$ cat config.mk
export PLATFORM = sky130hd
export DESIGN_NAME = ppm_top
export DESIGN_NICKNAME = d
export VERILOG_FILES = /design/src/ppm_pkg.sv /design/src/ppm_top.sv /design/src/ppm_sync.sv
export VERILOG_INCLUDE_DIRS = /design/src /design/src/src
export SDC_FILE = /design/constraint.sdc
export NUM_CORES = 1
export LEC_CHECK = 0
export BUFFER_PORTS_ARGS = -buffer_cell sky130_fd_sc_hd__buf_2
export CORE_MARGIN = 1
export CORE_UTILIZATION = 43
export DETAILED_ROUTE_END_ITERATION = 16
export PLACE_DENSITY = 0.91
export SYNTH_ARGS = -nofsm -noshare
export SYNTH_HDL_FRONTEND = slang
export SYNTH_HIERARCHICAL = 1
export SYNTH_SLANG_ARGS = --single-unit
$ cat constraint.sdc
create_clock -name clk_sys -period 1.58 [get_ports clk_sys]
set_input_delay 0.316 -clock clk_sys [delete_from_list [all_inputs] [get_ports clk_sys]]
set_output_delay 0.316 -clock clk_sys [all_outputs]
set_load 0.01 [all_outputs]
$ cat src/ppm_consts.svh
// Constants of the port pin function multiplexer: pin positions, reset values and the idle receive level.
// Assumes inclusion by bare name from the design modules.
`ifndef PPM_CONSTS_SVH
`define PPM_CONSTS_SVH

// Port-3 pin positions
`define PPM_P3_STE      3'h0
`define PPM_P3_SIMO     3'h1
`define PPM_P3_SOMI     3'h2
`define PPM_P3_CLK      3'h3
`define PPM_P3_TXD      3'h4
`define PPM_P3_RXD      3'h5

// Reset values and idle receive level
`define PPM_FLAG_RST    2'h0
`define PPM_EN_RST      2'h0
`define PPM_PIN8_RST    8'h00
`define PPM_UNB_RST     2'h0
`define PPM_RXD_IDLE    1'h1

`endif

$ cat src/ppm_pkg.sv
// Types of the port pin function multiplexer.
// Assumes nothing beyond the constants header.
package ppm_pkg;

	// Serial unit operating mode
	typedef enum logic [1:0] {
		MODE_UART,
		MODE_SPI_SLAVE,
		MODE_SPI_MASTER
	} ppm_mode_e;

	// Drive of eight pins: value and output enable
	typedef struct packed {
		logic [7:0] out;
		logic [7:0] oe;
	} ppm_pins_s;

	// Lines that the serial unit drives towards the pins
	typedef struct packed {
		ppm_mode_e  mode;
		logic       serial_transmit_line;
		logic       sclk_out;
		logic       simo_out;
		logic       somi_out;
	} ppm_ser_out_s;

	// Lines handed to the serial unit from the pins
	typedef struct packed {
		logic       serial_receive_line;
		logic       slave_transmit_enable;
		logic       sclk_in;
		logic       sclk_rise;
		logic       sclk_fall;
		logic       simo_in;
		logic       somi_in;
	} ppm_ser_in_s;

endpackage

$ cat src/ppm_top.sv
// Pin function multiplexer for unbonded port-2 bits 6..7 and all port-3 pins.
// Assumes a serial unit on clk_sys; the serial clock pin is sampled, not used as a clock.
// Function
// Unbonded port-2 bits keep working interrupt flags
// Those flags change only by software write
// UART mode: serial clock pin input only
// SPI slave: external clock shifts data
// SPI master: drive shift clock on pin
// Transmit pin driven by serial transmit line
// Receive pin level feeds serial receive line
// Unbonded bits: output low, input unconnected
`timescale 1ns/1ns
`include "ppm_consts.svh"

module ppm_top (
	// Clock and reset
	input  wire logic                 clk_sys,
	input  wire logic                 nrst,
	// Port-2 unbonded bits 7..6: software flag access and tied-off pad lines
	input  wire logic [1:0]           port2_flag_wr_en,
	input  wire logic [1:0]           port2_flag_wdata,
	input  wire logic [1:0]           port2_irq_enable,
	output logic      [1:0]           port2_irq_flag,
	output logic      [1:0]           port2_irq_req,
	output logic      [1:0]           port2_unbonded_out,
	output logic      [1:0]           port2_unbonded_oe,
	output logic      [1:0]           port2_unbonded_in,
	// Port-3 software control
	input  wire logic [7:0]           port3_function_select,
	input  wire logic [7:0]           port3_direction,
	input  wire logic [7:0]           port3_out_value,
	output logic      [7:0]           port3_in_value,
	// Port-3 pins
	input  wire logic [7:0]           p3_pin_in,
	output logic      [7:0]           p3_pin_out,
	output logic      [7:0]           p3_pin_oe,
	// Serial unit
	input  wire ppm_pkg::ppm_ser_out_s ser_out,
	output ppm_pkg::ppm_ser_in_s       ser_in
);
	logic [1:0]          flag_r;
	logic [1:0]          flag_nxt;
	logic [1:0]          unb_r;
	logic [7:0]          pin_sync;
	logic                clk_prev_r;
	ppm_pkg::ppm_pins_s  mod_drive;
	ppm_pkg::ppm_pins_s  pins_nxt;
	ppm_pkg::ppm_pins_s  pins_r;

	// Module-side drive of every port-3 pin for a given serial mode
	function automatic ppm_pkg::ppm_pins_s mod_pins(input ppm_pkg::ppm_ser_out_s s);
		ppm_pkg::ppm_pins_s p;
		p = '0;
		p.out[`PPM_P3_TXD] = s.serial_transmit_line;
		p.oe[`PPM_P3_TXD]  = 1'b1;
		unique case (s.mode)
			ppm_pkg::MODE_UART: begin
				p.oe[`PPM_P3_CLK] = 1'b0;
			end
			ppm_pkg::MODE_SPI_SLAVE: begin
				p.oe[`PPM_P3_CLK]   = 1'b0;
				p.out[`PPM_P3_SOMI] = s.somi_out;
				p.oe[`PPM_P3_SOMI]  = 1'b1;
			end
			ppm_pkg::MODE_SPI_MASTER: begin
				p.out[`PPM_P3_CLK]  = s.sclk_out;
				p.oe[`PPM_P3_CLK]   = 1'b1;
				p.out[`PPM_P3_SIMO] = s.simo_out;
				p.oe[`PPM_P3_SIMO]  = 1'b1;
			end
			default: begin
				p.oe[`PPM_P3_CLK] = 1'b0;
			end
		endcase
		return p;
	endfunction

	// Pin inputs are asynchronous
	ppm_sync u_sync (
		.clk_sys (clk_sys),
		.nrst    (nrst),
		.d       (p3_pin_in),
		.q       (pin_sync)
	);

	// No pin event reaches these flags, so software is the only writer
	always_comb begin
		flag_nxt = flag_r;
		for (int i = 0; i < 2; i++) begin
			if (port2_flag_wr_en[i]) begin
				flag_nxt[i] = port2_flag_wdata[i];
			end
		end
	end

	always_ff @(posedge clk_sys) begin
		if (!nrst) begin
			flag_r <= `PPM_FLAG_RST;
		end else begin
			flag_r <= flag_nxt;
		end
	end

	assign port2_irq_flag = flag_r;
	assign port2_irq_req  = flag_r & port2_irq_enable;

	// Unbonded bits never drive; held in a register kept at zero
	always_ff @(posedge clk_sys) begin
		if (!nrst) begin
			unb_r <= `PPM_UNB_RST;
		end else begin
			unb_r <= `PPM_UNB_RST;
		end
	end

	assign port2_unbonded_out = unb_r;
	assign port2_unbonded_oe  = unb_r;
	assign port2_unbonded_in  = unb_r;

	// Per-pin choice between software port and serial unit
	assign mod_drive = mod_pins(ser_out);

	// One continuous driver per bit; a process per pin would share one variable
	generate
		for (genvar g = 0; g < 8; g++) begin : g_pin
			assign pins_nxt.out[g] = port3_function_select[g] ?
				mod_drive.out[g] : port3_out_value[g];
			assign pins_nxt.oe[g]  = port3_function_select[g] ?
				mod_drive.oe[g] : port3_direction[g];
		end
	endgenerate

	always_ff @(posedge clk_sys) begin
		if (!nrst) begin
			pins_r <= '0;
		end else begin
			pins_r <= pins_nxt;
		end
	end

	assign p3_pin_out     = pins_r.out;
	assign p3_pin_oe      = pins_r.oe;
	assign port3_in_value = pin_sync;

	// Edge finder on the sampled serial clock; link clock must stay well below clk_sys/4
	always_ff @(posedge clk_sys) begin
		if (!nrst) begin
			clk_prev_r <= 1'b0;
		end else begin
			clk_prev_r <= pin_sync[`PPM_P3_CLK];
		end
	end

	always_comb begin
		ser_in = '0;
		ser_in.slave_transmit_enable = pin_sync[`PPM_P3_STE];
		ser_in.simo_in               = pin_sync[`PPM_P3_SIMO];
		ser_in.somi_in               = pin_sync[`PPM_P3_SOMI];
		ser_in.sclk_in               = pin_sync[`PPM_P3_CLK];
		// Idle-high receive line keeps the UART from seeing a start bit
		ser_in.serial_receive_line = port3_function_select[`PPM_P3_RXD] ?
			pin_sync[`PPM_P3_RXD] : `PPM_RXD_IDLE;
		if (ser_out.mode == ppm_pkg::MODE_SPI_SLAVE && port3_function_select[`PPM_P3_CLK]) begin
			ser_in.sclk_rise = pin_sync[`PPM_P3_CLK] & ~clk_prev_r;
			ser_in.sclk_fall = ~pin_sync[`PPM_P3_CLK] & clk_prev_r;
		end
	end
endmodule // ppm_top

$ cat src/ppm_sync.sv
// Two-stage level synchroniser for pin inputs.
// Assumes inputs asynchronous to clk_sys; only the second stage is read outside.
`timescale 1ns/1ns
`include "ppm_consts.svh"

module ppm_sync (
	// Clock and reset
	input  wire logic       clk_sys,
	input  wire logic       nrst,
	// Levels
	input  wire logic [7:0] d,
	output logic      [7:0] q
);
	logic [7:0] meta_r;

	always_ff @(posedge clk_sys) begin
		if (!nrst) begin
			meta_r <= `PPM_PIN8_RST;
			q      <= `PPM_PIN8_RST;
		end else begin
			meta_r <= d;
			q      <= meta_r;
		end
	end
endmodule // ppm_sync

==> reports/qor.txt <==
RSZ-0062 raised after global routing = no
initial drt markers = 5
synthesis-stage register bit count = 35
I/O pin cnt = 87
outcome = complete, no violations
CTS tree = yes
CTS Buf Count = 5
Crit Path Category = flip-flop to output pin
Synth area leaders = dfxtp_1 55%, and2_2 7.6%, and3b_2 6.2%, buf_4 5.9%, a21boi_2 4.4%
PnR Total Power = 1.68 mW
register area share after synthesis = 0.546
Die Area = 0.00320 mm2
Place WS = 321 ps
fin cells = 216
Vias/cell = 4.39
clk sink count = 35
crit path capture type = output pin
Power Dens Cells = 978 mW/mm2
slowest stage delay, CP = 400 ps
DRC violations left = 0
yosys warns = 6
Setup crit start kind = flip-flop
DP HPWL = 1790 um
Syn-to-layout area delta = 33.8%
Total Nets Final = 230
post-route cell area = 0.00172 mm2
crit share post-route = 0.847
core footprint = 0.00278 mm2
largest net degree at the start of global routing = 36
Final Max Tran Viols = 0
post-synth top area share = 0.546
vias in the first global route = 858
Worst Hold Class = input port to flip-flop
setup bufs post-CTS = 0
starting density of the core = 0.461
Critical Path RT = 1260 ps
maximum vdd drop = 0.966 mV
syn_area_per_cell = 12.3 um2
row count = 19
Lkg Pwr = 0.913 nW
GR Util All Layers = 0.154
fin crit period = 1340 ps
setup tns final = 0 ps
initial antenna violation count = 0
CTS Buffer Depth = 2
post-DR wirelength/cell = 10.9 um
worst path bufs/invs = 1
Post-Syn Area = 0.00128 mm2
share of cells above drive strength 1 = 0.649
root buffer cell = clkbuf_4
cell taking the most area after synthesis = dfxtp_1
Post-DP Area = 0.00164 mm2
DR vias = 949
routed wire length = 2370 um
PortBufs = 80
Die H = 56.6 um
clock insertion delay at the later pin of the skew report = 320 ps
routability cong. = 0.669
first-pass GRT wire length = 3680 um
setup ws final = 241 ps
arrival time worst endpoint = 1020 ps
Post-Synthesis Cells = 104
Distinct cells, synth = 17
antenna viol nets, final = 0
Post-CTS Hold Buffers = 0
clk_skew = 3.33 ps
H-tree depth = 2
Die X = 56.6 um
final hold vios = 0
crit path max fanout = 5
delay-heaviest family, CP = flip-flops
Max Freq = 747 MHz
CP Cell Sequence = nor3b_2, buf_2
placed cells = 208
max_cap viols = 0
drt first pass iters = 2
cts repair resizes = 0
grt ovf = 0
n_diodes = 0
Setup-failing EPs final = 0
Slowest cell on crit path = dfxtp_1
Clock transition at path regs = 100 ps
-- cells in the mapped netlist --
cell type   n
nor3b_2     2
and2_1      6
nand3b_1    3
buf_6       2
a21boi_1    1
a21boi_2    5
and3b_2     8
and2_2     13
and2b_2     3
buf_4      10
conb_1      1
dfxtp_1    35
nand4b_1    3
nand2b_1    7
mux2i_1     3
o21a_1      1
nand3b_4    1
-- power breakdown --
group / switching, mW / internal [mW] / leakage (nW)
logic: 0.0891 / 0.111 / 0.586
clock network: 0.282 / 0.260 / 0.0375
registers: 0.0117 / 0.924 / 0.289
total: 0.383 / 1.30 / 0.913
-- layer usage --
layer,vias up,global-route usage,share of wire
li1,485,-,-
met1,413,0.155,0.38
met2,51,0.269,0.51
met3,0,0.0876,0.11
met4,0,0.0418,0
met5,-,0,0
-- layout by cell type (no fill, tap or decap), types with 5 or more instances in the layout --
cell / n
buf_2: 80
nand2b_1: 7
conb_1: 6
and2_1: 6
and3b_2: 8
a21boi_2: 5
dfxtp_1: 35
clkbuf_4: 5
and2_2: 13
-- sequential cells by signal (all words and copies together) (netlist names) --
register / cells
p3_pin_out: 8
u_sync/q: 8
clk_prev_r: 1
u_sync/meta_r: 8
port2_irq_flag: 2
p3_pin_oe: 8
-- final timing paths --
path	from	to	slack, ps	cells after the start
worst min-delay path	p3_pin_in[1]	u_sync/meta_r[1]	200	2
worst max-delay path	u_sync/q[3]	ser_in[3]	240	2
worst min register to register	u_sync/meta_r[2]	u_sync/q[2]	440	1
worst max register to register	port2_irq_flag[1]	port2_irq_flag[1]	810	2
-- metrics by stage --
stage               utilization  hold WS [ps]
floorplan                     -           412
global placement          0.591           415
detailed placement        0.591           421
CTS                       0.617           188
global route              0.617           180
finish                    0.617           204
-- layout make-up --
type,count,area (um2)
Multi-Input combinational cell,62,503
Clock inverter,1,7.51
Tap cell,31,38.8
Clock buffer,7,65.1
Timing Repair Buffer,80,400
Fill cell,242,1070
Sequential cell,35,701
-- kinds of logic (layout without fill, tap and decap cells) --
family | Yosys count | in the layout | synth area share
muxes | 3 | 3 | 0.0234
DFF | 35 | 35 | 0.546
and+or+nand+nor | 46 | 46 | 0.296
AOI/OAI and AO/OA | 7 | 7 | 0.0556
buffers and inverters | 12 | 88 | 0.0761
other | 1 | 6 | 0.00292
Note: power is estimated with default switching activity, not from simulation.
